<file path="config.mk">
export PLATFORM = sky130hd
export DESIGN_NAME = gpio_dual_port
export DESIGN_NICKNAME = d
export VERILOG_FILES = /design/src/design/gpio_pkg.sv /design/src/design/gpio_dual_port.sv
export SDC_FILE = /design/constraint.sdc
export NUM_CORES = 1
export LEC_CHECK = 0
export BUFFER_PORTS_ARGS = -buffer_cell sky130_fd_sc_hd__buf_2
export CAP_MARGIN = 25
export CORE_MARGIN = 1.5
export CORE_UTILIZATION = 49
export CTS_BUF_LIST = sky130_fd_sc_hd__clkbuf_16
export DETAILED_ROUTE_END_ITERATION = 6
export GPL_TIMING_DRIVEN = 1
export PLACE_DENSITY = 0.81
export SETUP_SLACK_MARGIN = 0.3
export SYNTH_ARGS = -nofsm -noshare
export SYNTH_HDL_FRONTEND = slang
export SYNTH_SLANG_ARGS = --single-unit
</file>
<file path="constraint.sdc">
create_clock -name CORE_CLK -period 2.7 [get_ports CORE_CLK]
set_clock_uncertainty 0.05 [all_clocks]
set_input_delay 0.54 -clock CORE_CLK [delete_from_list [all_inputs] [get_ports CORE_CLK]]
set_output_delay 0.54 -clock CORE_CLK [all_outputs]
set_load 0.02 [all_outputs]
</file>
<file path="src/design/gpio_pkg.sv">
package gpio_pkg;

    // ------------------------------------------------------------
    // Register offsets
    // ------------------------------------------------------------
    localparam logic [7:0] ADDR_PORT_A      = 8'h05;
    localparam logic [7:0] ADDR_PORT_B      = 8'h06;
    localparam logic [7:0] ADDR_INT_CTRL    = 8'h0b;
    localparam logic [7:0] ADDR_CMP_CTRL    = 8'h1f;
    localparam logic [7:0] ADDR_BIT_OP      = 8'h40;
    localparam logic [7:0] ADDR_OPTION      = 8'h81;
    localparam logic [7:0] ADDR_DIR_A       = 8'h85;
    localparam logic [7:0] ADDR_DIR_B       = 8'h86;
    localparam logic [7:0] ADDR_VREF_CTRL   = 8'h9f;

    // ------------------------------------------------------------
    // Reset values
    // ------------------------------------------------------------
    localparam logic [7:0] RST_OPTION       = 8'hff;
    localparam logic [4:0] RST_DIR_A        = 5'h1f;
    localparam logic [7:0] RST_DIR_B        = 8'hff;
    localparam logic [5:0] RST_CMP_CTRL     = 6'h00;
    localparam logic [6:0] RST_VREF_CTRL    = 7'h00;

    // ------------------------------------------------------------
    // Field positions
    // ------------------------------------------------------------
    localparam int OPT_PULLUP_EN_N  = 7;
    localparam int INT_CHANGE_FLAG  = 0;
    localparam int INT_CHANGE_EN    = 3;
    localparam int INT_EXT_EN       = 4;
    localparam int BITOP_PORT_SEL   = 7;
    localparam int BITOP_VALUE      = 6;
    localparam int VREF_OUT_EN      = 6;
    localparam int CMP_INV_SEL      = 3;

    // Comparator modes (field CM in comparator_control)
    localparam logic [2:0] CMP_MODE_OFF     = 3'h7;
    localparam logic [2:0] CMP_MODE_OUTPUTS = 3'h6;

    // ------------------------------------------------------------
    // Block state
    // ------------------------------------------------------------
    typedef struct packed {
        logic [4:0] pa_s1;
        logic [4:0] pa_s2;
        logic [7:0] pb_s1;
        logic [7:0] pb_s2;
        logic       prog_s1;
        logic       prog_s2;
        logic [4:0] pa_lat;
        logic [7:0] pb_lat;
        logic [4:0] dir_a;
        logic [7:0] dir_b;
        logic [7:0] option;
        logic [5:0] cmp_ctrl;
        logic [6:0] vref_ctrl;
        logic [3:0] change_ref;
        logic       change_flag;
        logic       change_en;
        logic       ext_en;
        logic [7:0] rdata;
    } gpio_state_t;

endpackage

</file>
<file path="src/design/gpio_dual_port.sv">
module gpio_dual_port
    import gpio_pkg::*;
(
    // Clock and reset
    input  wire logic       CORE_CLK,
    input  wire logic       RST_N,
    // Register port
    input  wire logic [7:0] ADDR,
    input  wire logic [7:0] WDATA,
    input  wire logic       WR,
    input  wire logic       RD,
    output logic      [7:0] RDATA,
    // Port A pins
    input  wire logic [4:0] PA_IN,
    output logic      [4:0] PA_OUT,
    output logic      [4:0] PA_OE_N,
    // Port B pins
    input  wire logic [7:0] PB_IN,
    output logic      [7:0] PB_OUT,
    output logic      [7:0] PB_OE_N,
    output logic      [7:0] PB_PULLUP_EN,
    output logic      [7:0] PB_SCHMITT_EN,
    // Comparator and reference
    input  wire logic       CMP1_RESULT,
    input  wire logic       CMP2_RESULT,
    output logic      [2:0] CMP_MODE,
    output logic            CMP_INPUT_SWAP,
    output logic      [6:0] VREF_CTRL,
    output logic            VREF_PIN_EN,
    // Timer, interrupt and programming
    output logic      [6:0] TIMER_CFG,
    output logic            TIMER_EXT_CLK,
    output logic            EXT_IRQ_IN,
    output logic            CHANGE_IRQ,
    output logic            WAKE_REQ,
    input  wire logic       PROG_MODE,
    output logic            PROG_CLK,
    output logic            PROG_DATA
);

    // ------------------------------------------------------------
    // Register map
    // ------------------------------------------------------------
    // 0x05  Port A pins on read, output latch on write
    // 0x06  Port B pins on read, output latch on write
    // 0x0b  Interrupt control: flag b0, change enable b3,
    //       external interrupt enable b4
    // 0x1f  Comparator control: results b7:6 read only,
    //       swap b3, mode b2:0
    // 0x40  Bit modify, write only: port b7, value b6,
    //       bit index b2:0
    // 0x81  Option: pull-up enable low b7, timer setup b6:0
    // 0x85  Port A direction, five bits, 1 floats the pin
    // 0x86  Port B direction, 1 floats the pin
    // 0x9f  Reference control, bit 4 absent and reads zero
    //
    // Unmapped reads return zero and unmapped writes vanish,
    // so software probing the map never disturbs the pins.

    // ------------------------------------------------------------
    // Timing
    // ------------------------------------------------------------
    // A write lands at the edge that samples the strobe; read
    // data stand for the following cycle only, zero otherwise.
    // Pin levels take two edges to become readable, so a write
    // to a port followed at once by a read of it shows the old
    // level. Software should leave two spare cycles between them.
    // Strobes may follow each other with no gap; the block never
    // stalls the bus.
    // Internal reset ends two edges after the reset pin rises.

    // ------------------------------------------------------------
    // Reset release
    // ------------------------------------------------------------
    logic rst_s1_ff;
    logic rst_n_ff;

    // Assertion is immediate; release is held back two edges so
    // no flop leaves reset on a metastable level.
    always_ff @(posedge CORE_CLK or negedge RST_N) begin
        if (!RST_N) begin
            rst_s1_ff <= 1'b0;
            rst_n_ff  <= 1'b0;
        end else begin
            rst_s1_ff <= 1'b1;
            rst_n_ff  <= rst_s1_ff;
        end
    end

    // ------------------------------------------------------------
    // Helpers
    // ------------------------------------------------------------
    // Replace one bit of a byte; shared by both ports' bit modify
    function automatic logic [7:0] put_bit(input logic [7:0] v,
                                           input logic [2:0] idx,
                                           input logic       b);
        logic [7:0] r;
        r      = v;
        r[idx] = b;
        return r;
    endfunction

    // Exact address match
    function automatic logic hit(input logic [7:0] a,
                                 input logic [7:0] off);
        return a == off;
    endfunction

    // ------------------------------------------------------------
    // State
    // ------------------------------------------------------------
    // All state but the reset synchroniser lives in one struct, registered as a whole
    gpio_state_t state_ff;
    gpio_state_t nxt_state;

    logic [4:0] pa_read;
    logic [7:0] pb_pins;
    logic [7:0] pb_mod;
    logic [7:0] pa_mod;
    logic       analog_in;
    logic       cmp_out_mode;
    logic       pb_access;
    logic       bitop_wr;
    logic [3:0] change_live;
    logic       mismatch;
    logic       int_wr;

    always_comb begin
        nxt_state = state_ff;

        // Pins pass two flops before anything reads them
        // The first flop is read only by the second
        nxt_state.pa_s1   = PA_IN;
        nxt_state.pa_s2   = state_ff.pa_s1;
        nxt_state.pb_s1   = PB_IN;
        nxt_state.pb_s2   = state_ff.pb_s1;
        nxt_state.prog_s1 = PROG_MODE;
        nxt_state.prog_s2 = state_ff.prog_s1;

        // Any mode but all-digital turns bits 3..0 analog
        analog_in    = state_ff.cmp_ctrl[2:0] != CMP_MODE_OFF;
        cmp_out_mode = state_ff.cmp_ctrl[2:0] == CMP_MODE_OUTPUTS;
        pb_pins      = state_ff.pb_s2;

        // Analog-selected pins read as zero; bit 4 stays digital
        pa_read = analog_in ? {state_ff.pa_s2[4], 4'h0}
                            : state_ff.pa_s2;

        // Bit modify: pins read, one bit changed, all written back
        // Input pins load their sensed level into their own latch
        // bit; a later switch to output drives that level, not the
        // value once written.
        // Port A takes the read value, analog zeros included.
        bitop_wr = WR && hit(ADDR, ADDR_BIT_OP);
        pa_mod   = put_bit({3'h0, pa_read}, WDATA[2:0],
                           WDATA[BITOP_VALUE]);
        pb_mod   = put_bit(pb_pins, WDATA[2:0],
                           WDATA[BITOP_VALUE]);

        if (bitop_wr && !WDATA[BITOP_PORT_SEL]) begin
            nxt_state.pa_lat = pa_mod[4:0];
        end
        if (bitop_wr && WDATA[BITOP_PORT_SEL]) begin
            nxt_state.pb_lat = pb_mod;
        end

        // Plain writes carry the value already modified by software
        if (WR) begin
            if (hit(ADDR, ADDR_PORT_A)) begin
                nxt_state.pa_lat = WDATA[4:0];
            end
            if (hit(ADDR, ADDR_PORT_B)) begin
                nxt_state.pb_lat = WDATA;
            end
            if (hit(ADDR, ADDR_DIR_A)) begin
                nxt_state.dir_a = WDATA[4:0];
            end
            if (hit(ADDR, ADDR_DIR_B)) begin
                nxt_state.dir_b = WDATA;
            end
            if (hit(ADDR, ADDR_OPTION)) begin
                nxt_state.option = WDATA;
            end
            if (hit(ADDR, ADDR_CMP_CTRL)) begin
                nxt_state.cmp_ctrl = WDATA[5:0];
            end
            if (hit(ADDR, ADDR_VREF_CTRL)) begin
                nxt_state.vref_ctrl = {WDATA[7:5], WDATA[3:0]};
            end
            if (hit(ADDR, ADDR_INT_CTRL)) begin
                nxt_state.change_en = WDATA[INT_CHANGE_EN];
                nxt_state.ext_en    = WDATA[INT_EXT_EN];
            end
        end

        // --------------------------------------------------------
        // Change detect
        // --------------------------------------------------------
        // Any port B access re-latches the reference and ends the
        // mismatch; a change in that same cycle is absorbed.
        // Only pins 7..4 set as inputs take part; an output pin
        // follows its own latch and would otherwise flag itself.
        // The flag is sticky: while a mismatch stands it is set
        // again on every edge, so a clear only holds once the
        // reference has been refreshed by a port B access.
        // Software that polls port B hides changes; poll the
        // flag instead.
        pb_access = (RD || WR) && hit(ADDR, ADDR_PORT_B)
                 || bitop_wr && WDATA[BITOP_PORT_SEL];
        if (pb_access) begin
            nxt_state.change_ref = pb_pins[7:4];
        end

        change_live = (pb_pins[7:4] ^ state_ff.change_ref)
                    & state_ff.dir_b[7:4];
        mismatch    = |change_live && !pb_access;

        int_wr = WR && hit(ADDR, ADDR_INT_CTRL);
        if (mismatch) begin
            nxt_state.change_flag = 1'b1;
        end else if (int_wr) begin
            nxt_state.change_flag = WDATA[INT_CHANGE_FLAG];
        end

        // --------------------------------------------------------
        // Read data, one cycle after the strobe
        // --------------------------------------------------------
        // Registered so the answer stands alone in the cycle after
        // the strobe; any other cycle reads zero, which keeps an
        // OR-combined read bus clean.
        nxt_state.rdata = 8'h00;
        if (RD) begin
            case (ADDR)
                ADDR_PORT_A:    nxt_state.rdata = {3'h0, pa_read};
                ADDR_PORT_B:    nxt_state.rdata = pb_pins;
                ADDR_DIR_A:     nxt_state.rdata = {3'h0, state_ff.dir_a};
                ADDR_DIR_B:     nxt_state.rdata = state_ff.dir_b;
                ADDR_OPTION:    nxt_state.rdata = state_ff.option;
                ADDR_CMP_CTRL:  nxt_state.rdata = {CMP2_RESULT, CMP1_RESULT,
                                                   state_ff.cmp_ctrl};
                ADDR_VREF_CTRL: nxt_state.rdata = {state_ff.vref_ctrl[6:4],
                                                   1'b0,
                                                   state_ff.vref_ctrl[3:0]};
                ADDR_INT_CTRL:  nxt_state.rdata = {3'h0,
                                                   state_ff.ext_en,
                                                   state_ff.change_en,
                                                   2'h0,
                                                   state_ff.change_flag};
                default:        nxt_state.rdata = 8'h00;
            endcase
        end
    end

    always_ff @(posedge CORE_CLK or negedge rst_n_ff) begin
        if (!rst_n_ff) begin
            // Pin synchronisers clear too; a high input pin then looks
            // like a change two edges after reset, so software should
            // read port B before enabling the change interrupt.
            state_ff           <= '0;
            state_ff.dir_a     <= RST_DIR_A;
            state_ff.dir_b     <= RST_DIR_B;
            state_ff.option    <= RST_OPTION;
            state_ff.cmp_ctrl  <= RST_CMP_CTRL;
            state_ff.vref_ctrl <= RST_VREF_CTRL;
        end else begin
            state_ff <= nxt_state;
        end
    end

    // ------------------------------------------------------------
    // Pin drivers
    // ------------------------------------------------------------
    // Port B pull-ups are gated by direction so an output never
    // fights its own weak pull-up, and reset leaves them off.
    // Port A bit 4 has no high driver: a 1 releases the line and
    // an outside pull-up must raise it.
    logic a3_val;
    logic a4_val;

    // Comparator outputs need the direction bits cleared to reach pins
    assign a3_val = cmp_out_mode ? CMP1_RESULT
                                 : state_ff.pa_lat[3];
    assign a4_val = cmp_out_mode ? CMP2_RESULT
                                 : state_ff.pa_lat[4];

    assign PA_OUT  = {1'b0, a3_val, state_ff.pa_lat[2:0]};
    // Bit 4 only ever pulls low
    assign PA_OE_N = {state_ff.dir_a[4] | a4_val,
                      state_ff.dir_a[3:0]};

    assign PB_OUT  = state_ff.pb_lat;
    assign PB_OE_N = state_ff.dir_b;
    assign PB_PULLUP_EN = {8{~state_ff.option[OPT_PULLUP_EN_N]}}
                        & state_ff.dir_b;
    assign PB_SCHMITT_EN = {{2{state_ff.prog_s2}}, 5'h00,
                            state_ff.ext_en};

    // ------------------------------------------------------------
    // Side functions
    // ------------------------------------------------------------
    // Timer clock, interrupt and programming pins go out through
    // the same two flops as the port reads, so every consumer of
    // a pin sees one consistent, settled level.
    assign CMP_MODE       = state_ff.cmp_ctrl[2:0];
    assign CMP_INPUT_SWAP = state_ff.cmp_ctrl[CMP_INV_SEL];
    assign VREF_CTRL      = state_ff.vref_ctrl;
    // Stored copy lacks register bit 4, so bits above it sit one lower
    assign VREF_PIN_EN    = state_ff.vref_ctrl[VREF_OUT_EN - 1];
    assign TIMER_CFG      = state_ff.option[6:0];
    assign TIMER_EXT_CLK  = state_ff.pa_s2[4];
    assign EXT_IRQ_IN     = state_ff.pb_s2[0];
    assign PROG_CLK       = state_ff.pb_s2[6];
    assign PROG_DATA      = state_ff.pb_s2[7];
    // Wake request needs both the flag and its enable
    assign CHANGE_IRQ     = state_ff.change_flag;
    assign WAKE_REQ       = state_ff.change_flag
                          & state_ff.change_en;
    assign RDATA          = state_ff.rdata;

endmodule // gpio_dual_port

</file>
==> results of run 1 <==
## cell families (layout without fill, tap and decap cells)
group           Yosys count  after routing  share of synthesized area [%]
flops                    92             92                           49.5
simple gates             89             89                           12.7
buf+inv                  82            135                           11.4
mux                      71             71                           16.6
compound gates           52             52                           8.65
xor+xnor                  5              5                          0.932
other cells               2              7                          0.160
## synthesized netlist by cell type, types with 4 or more instances
| cell type | instances | area share [%] |
|---|---|---|
| nand3_1 | 8 | 0.85 |
| dfstp_2 | 21 | 12 |
| buf_2 | 6 | 0.64 |
| nor3_1 | 4 | 0.43 |
| and3_1 | 4 | 0.53 |
| a22oi_1 | 9 | 1.4 |
| buf_4 | 59 | 9.4 |
| mux2i_1 | 16 | 3.4 |
| inv_1 | 6 | 0.48 |
| xor2_1 | 4 | 0.75 |
| o21ai_0 | 9 | 0.96 |
| nor2_1 | 6 | 0.48 |
| dfrtp_1 | 71 | 38 |
| nand2_1 | 22 | 1.8 |
| a311oi_1 | 5 | 0.93 |
| mux2_2 | 55 | 13 |
| clkbuf_1 | 10 | 0.80 |
| nor2b_1 | 9 | 1.2 |
## stage by stage
stage / std cells / hold WS [ns] / cell area [µm²] / worst slack (ns) / util [%]
2_1_floorplan: 398 / 0.194 / 4720 / 0.653 / -
3_3_place_gp: 563 / 0.275 / 4970 / 0.365 / 53.5
3_5_place_dp: 563 / 0.277 / 4970 / 0.275 / 53.5
4_1_cts: 580 / 0.243 / 5270 / 0.495 / 56.8
5_1_grt: 580 / 0.237 / 5270 / 0.393 / 56.8
6_report: 580 / 0.245 / 5270 / 0.491 / 56.8
## sequential cells by signal (all words and copies together), names as in the netlist
signal	cells
state_ff	15
nxt_state	14
PB_OE_N	8
PB_OUT	8
RDATA	8
pb_pins	8
TIMER_CFG	7
VREF_CTRL	7
PA_OE_N	4
CMP_MODE	3
PA_OUT	3
PB_SCHMITT_EN	2
CHANGE_IRQ	1
CMP_INPUT_SWAP	1
TIMER_EXT_CLK	1
rst_n_ff	1
rst_s1_ff	1
## cell usage in the layout, fill, tap and decap left out, types with 9 or more instances in the layout
cell type	netlist	routed
nor2b_1	9	9
mux2_2	55	55
mux2i_1	16	16
buf_2	6	104
clkbuf_16	0	9
dfstp_2	21	21
dfrtp_1	71	70
o21ai_0	9	9
nand2_1	22	22
a22oi_1	9	9
## metal layers
| metal | global-route usage (%) | wire length, µm | vias up |
|---|---|---|---|
| met5 | 0 | 0 | - |
| met4 | 9.08 | 246 | 0 |
| met3 | 4.58 | 826 | 19 |
| met2 | 37.7 | 5420 | 155 |
| met1 | 32.8 | 4950 | 1671 |
| li1 | - | - | 1476 |
## path summary, 6_finish.rpt
kind	end	slack (ns)
worst min register to register	nxt_state[69]	0.29
worst min-delay path	nxt_state[66]	0.25
min in group asynchronous	nxt_state[69]	0.29
worst max-delay path	PA_OE_N[4]	0.49
worst max register to register	RDATA[0]	0.94
max in group asynchronous	PB_OE_N[0]	1.61
## area by class of cell
cell class	count	area share [%]
clock buffer	9	4.27
clock inverter	7	1.31
inverter	7	0.499
multi-input combinational	224	35.3
sequential	92	44.3
tap	129	3.06
timing repair buffer	112	11.3
## where the power goes
group | total (mW) | leakage, nW | internal, mW | switching (mW)
Sequential | 1.54 | 1.12 | 1.46 | 0.0762
Combinational | 0.352 | 1.22 | 0.138 | 0.215
Clock | 1.23 | 0.137 | 0.645 | 0.584
## timing repair
| item | 4_1_cts | 5_1_grt |
|---|---|---|
| hold buffers | 1 | 0 |
| setup endpoints to repair | 0 | 0 |
| hold endpoints to repair | 2 | 0 |
==> flow_metrics.py, run 1 <==
metrics = {
    "run_status": {
        "status": "complete, no violations",
    },
    "critical_path": {
        "path_max_fanout": 7,
        "crit_required_ns": 2.11,
        "cp_num_cells": 5,
        "crit_type": "reg -> out",
        "start_kind": "flip-flop",
        "cp_cell_sequence": "nand2_1, nor2_1, nor2b_1, a211o_1, buf_2",
        "r2r-start": "CMP_MODE[2]",
        "cp.buffers_inverters": 1,
        "cp_data_arrival_time_ns": 1.62,
        "cpPeakStageDelay_ns": 0.46,
        "critPathCaptureType": "primary output",
        "r2r_cells": 4,
        "cp_top_family": "flip-flops",
        "cp-startpoint": "CMP_MODE[2]",
        "crit_slowest_cell": "dfrtp_1",
    },
    "global_route": {
        "overflow": 0,
        "grt_pass1_wl_um": 18100,
        "track_usage_pct": 23.9,
        "first_global_vias": 3301,
        "antenna_found_initial": 0,
        "grt_max_degree": 47,
    },
    "timing": {
        "hold_violations": 0,
        "rsz0062_at_grt": "false",
        "slew_headroom_pct": 56.3,
        "fin_crit_sh_pct": 81.8,
        "max_freq_ghz": 0.453,
        "fin_crit_ns": 2.21,
        "setup_viol": 0,
        "finalMaxSlewViolations": 0,
        "worst_slew_pin_slew_ns": 0.653,
        "final.setup.tns_ns": 0,
    },
    "die": {
        "pin_count": 111,
        "fp.dieH_um": 101,
        "die_area_um2": 10200,
        "fp-row-count": 35,
        "start_util_pct": 50.6,
        "core_area_um2": 9280,
        "dieWidth_um": 101,
    },
    "detailed_routing": {
        "viasPerCell": 5.73,
        "drc": 0,
        "num_vias": 3321,
        "wire_per_inst_um": 19.7,
        "routed_wl_um": 11400,
        "first_pass_iters": 5,
        "drtAntennaViolNets": 0,
        "drtIter0Drc": 208,
    },
    "power_and_ir_drop": {
        "ir_worst_vdd_uv": 380,
        "post-layout-total-power_mw": 3.12,
        "powerDensity_nw_per_um2": 592,
        "leakagePower_nw": 2.48,
    },
    "cts": {
        "cts_resized": 0,
        "worstSkewPairLatency_ns": 0.34,
        "cts_max_path_buffers": 2,
        "postCtsSetupRepairBufs": 0,
        "htreeDepth": 3,
        "tritoncts": "done",
        "clkSinkCount": 92,
        "clk_pin_slew_ns": 0.07,
        "root_buffer": "clkbuf_16",
        "numCtsBuffers": 9,
    },
    "placed_design": {
        "dp_hpwl_um": 8210,
        "portBuffers": 104,
        "place_congestion": 0.941,
    },
    "yosys": {
        "ys.flop_type": "dfrtp_1",
        "synth.yosys.seq_area_share_pct": 49.5,
        "synth_cells": 393,
        "synth-seq-cells": 92,
        "synth_cell_types": 59,
        "synth_edf_count": 0,
        "yosysWarnings": 0,
        "synthesis.area_um2": 4700,
        "async_flop_share_pct": 100,
        "syn_avg_cell_area_um2": 12.0,
    },
    "cells_and_area": {
        "nFillCells": 821,
        "syn_to_final_growth_pct": 12.1,
        "nNetsFinal": 482,
        "n_antenna_cell": 0,
        "final_layout_size_suffix_gt1_share_pct": 49.0,
        "multi_input_area_um2": 1860,
        "seq_area_um2": 2330,
    },
    "worst_hold_path": {
        "holdCritStartpoint": "PB_IN[2]",
        "hold_class": "in -> reg",
        "hold_depth": 1,
    },
    "flow_run": {
        "maxCapViolations": 0,
    },
}
(Power assumes the default switching activity.)
==> run 2, diff against run 1 <==
--- a/config.mk
+++ b/config.mk
@@ -5,14 +5,15 @@
 export SDC_FILE = /design/constraint.sdc
 export NUM_CORES = 1
 export LEC_CHECK = 0
+export ABC_AREA = 1
 export BUFFER_PORTS_ARGS = -buffer_cell sky130_fd_sc_hd__buf_2
 export CAP_MARGIN = 25
 export CORE_MARGIN = 1.5
-export CORE_UTILIZATION = 49
+export CORE_UTILIZATION = 54
 export CTS_BUF_LIST = sky130_fd_sc_hd__clkbuf_16
 export DETAILED_ROUTE_END_ITERATION = 6
 export GPL_TIMING_DRIVEN = 1
-export PLACE_DENSITY = 0.81
+export PLACE_DENSITY = 0.84
 export SETUP_SLACK_MARGIN = 0.3
 export SYNTH_ARGS = -nofsm -noshare
 export SYNTH_HDL_FRONTEND = slang
==> constraint.sdc (replaced) <==
create_clock -name CORE_CLK -period 2.05 [get_ports CORE_CLK]
set_clock_uncertainty 0.05 [all_clocks]
set_input_delay 0.41 -clock CORE_CLK [delete_from_list [all_inputs] [get_ports CORE_CLK]]
set_output_delay 0.41 -clock CORE_CLK [all_outputs]
set_load 0.02 [all_outputs]
==> run 2 against run 1 <==
Sequential power is 33% higher. Combinational power is 95% higher. Sequential share of layout area is 1.2 points lower. Largest power group unchanged. Highest routed layer unchanged.
==> flow_metrics.py, run 2 <==
metrics = {
    "power_and_ir_drop": {
        "powerDensity_nw_per_um2": 805,
        "ir_worst_vdd_uv": 538,
        "leakagePower_nw": 2.79,
        "post-layout-total-power_mw": 4.36,
    },
    "critical_path": {
        "crit_required_ns": 1.59,
        "cp_data_arrival_time_ns": 1.50,
        "r2r_slack_ns": 0.66,
        "path_max_fanout": 3,
        "start_kind": "flip-flop",
        "crit_type": "reg -> out",
        "r2r_cells": 7,
        "critPathCaptureType": "primary output",
        "r2r-start": "CMP_MODE[2]",
        "cp-startpoint": "CMP_MODE[2]",
        "r2r_end": "RDATA[3]",
    },
    "cells_and_area": {
        "final_layout_size_suffix_gt1_share_pct": 28.1,
        "syn_to_final_growth_pct": 12.7,
        "largest_reg_flops": 15,
        "final_common_cell": "nand2_1",
        "layoutNonFillerInstCount": 763,
        "nNetsFinal": 686,
        "fin_util_pct": 62.5,
        "largest-register": "state_ff",
        "layout_common_cells": "nand2_1, buf_2, nand3_1",
        "final_area_um2": 5420,
        "n_antenna_cell": 0,
    },
    "global_route": {
        "track_usage_pct": 25.9,
        "grt_pass1_wl_um": 19200,
        "grt_max_degree": 48,
        "first_global_vias": 3878,
        "antenna_found_initial": 0,
        "overflow": 0,
    },
    "die": {
        "die_area_um2": 9480,
        "start_util_pct": 55.4,
        "dieWidth_um": 97.4,
        "fp-row-count": 34,
        "pin_count": 111,
        "fp.dieH_um": 97.4,
        "core_area_um2": 8680,
    },
    "yosys": {
        "yosys-top-cells-area": "dfrtp_1, dfstp_2, nand2_1",
        "synth.yosys.seq_area_share_pct": 48.4,
        "syn_avg_cell_area_um2": 8.21,
        "yosysWarnings": 0,
        "synth_common_cells": "nand2_1, nand3_1, dfrtp_1",
        "async_flop_share_pct": 100,
        "synth_cells": 586,
        "synth_edf_count": 0,
        "synth_top_area_share_pct": 36.9,
        "yosysTopAreaCell": "dfrtp_1",
        "synth_most_common_cell": "nand2_1",
        "ys.flop_type": "dfrtp_1",
        "synth_cell_types": 29,
        "synthesis.area_um2": 4810,
        "synth-seq-cells": 92,
    },
    "worst_hold_path": {
        "hold_class": "in -> reg",
        "min_to": "nxt_state[71]",
        "hold_depth": 1,
        "holdCritStartpoint": "PB_IN[7]",
    },
    "detailed_routing": {
        "routed_wl_um": 12300,
        "viasPerCell": 5.42,
        "drc": 0,
        "drtIter0Drc": 358,
        "wire_per_inst_um": 16.1,
        "num_vias": 4134,
        "drtAntennaViolNets": 0,
        "first_pass_iters": 5,
    },
    "cts": {
        "clk_pin_slew_ns": 0.07,
        "cts_max_path_buffers": 2,
        "clkSinkCount": 92,
        "worstSkewPairLatency_ns": 0.34,
        "htreeDepth": 3,
        "numCtsBuffers": 9,
        "tritoncts": "done",
        "root_buffer": "clkbuf_16",
    },
    "placed_design": {
        "portBuffers": 104,
        "dp_cells": 741,
        "dp_hpwl_um": 9070,
        "dpl_worst_slack_ns": 0.211,
        "place_congestion": 0.990,
        "dpl-instance-area_um2": 5050,
    },
    "timing": {
        "hold_violations": 0,
        "setup_viol": 0,
        "fin_crit_ns": 1.96,
        "finalMaxSlewViolations": 0,
        "fin_crit_sh_pct": 95.5,
        "holdWs_ns": 0.118,
        "worst_slew_pin_slew_ns": 0.521,
        "final.setup.tns_ns": 0,
        "max_freq_ghz": 0.511,
        "fin_ws_ns": 0.0929,
        "slew_headroom_pct": 65.2,
        "rsz0062_at_grt": "true",
    },
    "run_status": {
        "status": "complete, no violations",
    },
    "flow_run": {
        "maxCapViolations": 0,
    },
}
==> run 2: worst max-delay path, cell delays in order (launching register included) <==
cell and delay [ns]:
dfrtp_1 0.37, inv_2 0.05, nor3_2 0.16, buf_4 0.15
nor2_1 0.04, a211o_1 0.25, buf_6 0.14
==> run 2: what timing repair did <==
item,CTS,global route
setup endpoints to repair,2,5
buffers inserted,4,1
hold buffers,1,0
pin swaps,1,0
gates resized for setup,8,4
hold endpoints to repair,2,0
==> run 2: how the worst max path moves through the flow <==
stage | slack [ns] | end
after global routing | 0.02 | PA_OE_N[4]
after global placement | 0.29 | TIMER_CFG[0]
final | 0.09 | PA_OE_N[4]
after detailed placement | 0.21 | TIMER_CFG[4]
after floorplan | 0.47 | CHANGE_IRQ
after CTS | 0.10 | PA_OE_N[4]
==> run 2: kinds of logic (layout without fill, tap and decap cells) <==
family / after synthesis / after routing / synth area share [%]
buffers and inverters: 139 / 203 / 16.5
other: 2 / 7 / 0.156
DFF: 92 / 92 / 48.4
AOI/OAI and AO/OA: 64 / 64 / 7.44
and+or+nand+nor: 289 / 289 / 27.5
==> run 2: power breakdown <==
group / leakage, nW / switching (mW) / total (mW) / internal (mW)
Sequential: 1.05 / 0.0937 / 2.05 / 1.96
Clock: 0.142 / 0.770 / 1.63 / 0.858
Combinational: 1.61 / 0.454 / 0.687 / 0.234
Total: 2.79 / 1.32 / 4.36 / 3.05
==> run 2: layout make-up <==
cell class                      instances  area (µm²)
Tap cell                              108         135
Clock inverter                          7        70.1
Fill cell                             765        3260
Multi-Input combinational cell        360        1720
Sequential cell                        92        2330
Timing Repair Buffer                  123         696
Clock buffer                            9         225
Inverter                               64         244
==> run 2: per-layer routing <==
layer	wire length (µm)	vias up	global-route usage, %
met5	0	-	0
met4	452	0	12.3
met3	927	43	4.24
met2	5850	232	42.1
met1	5080	1928	34.1
li1	-	1931	-
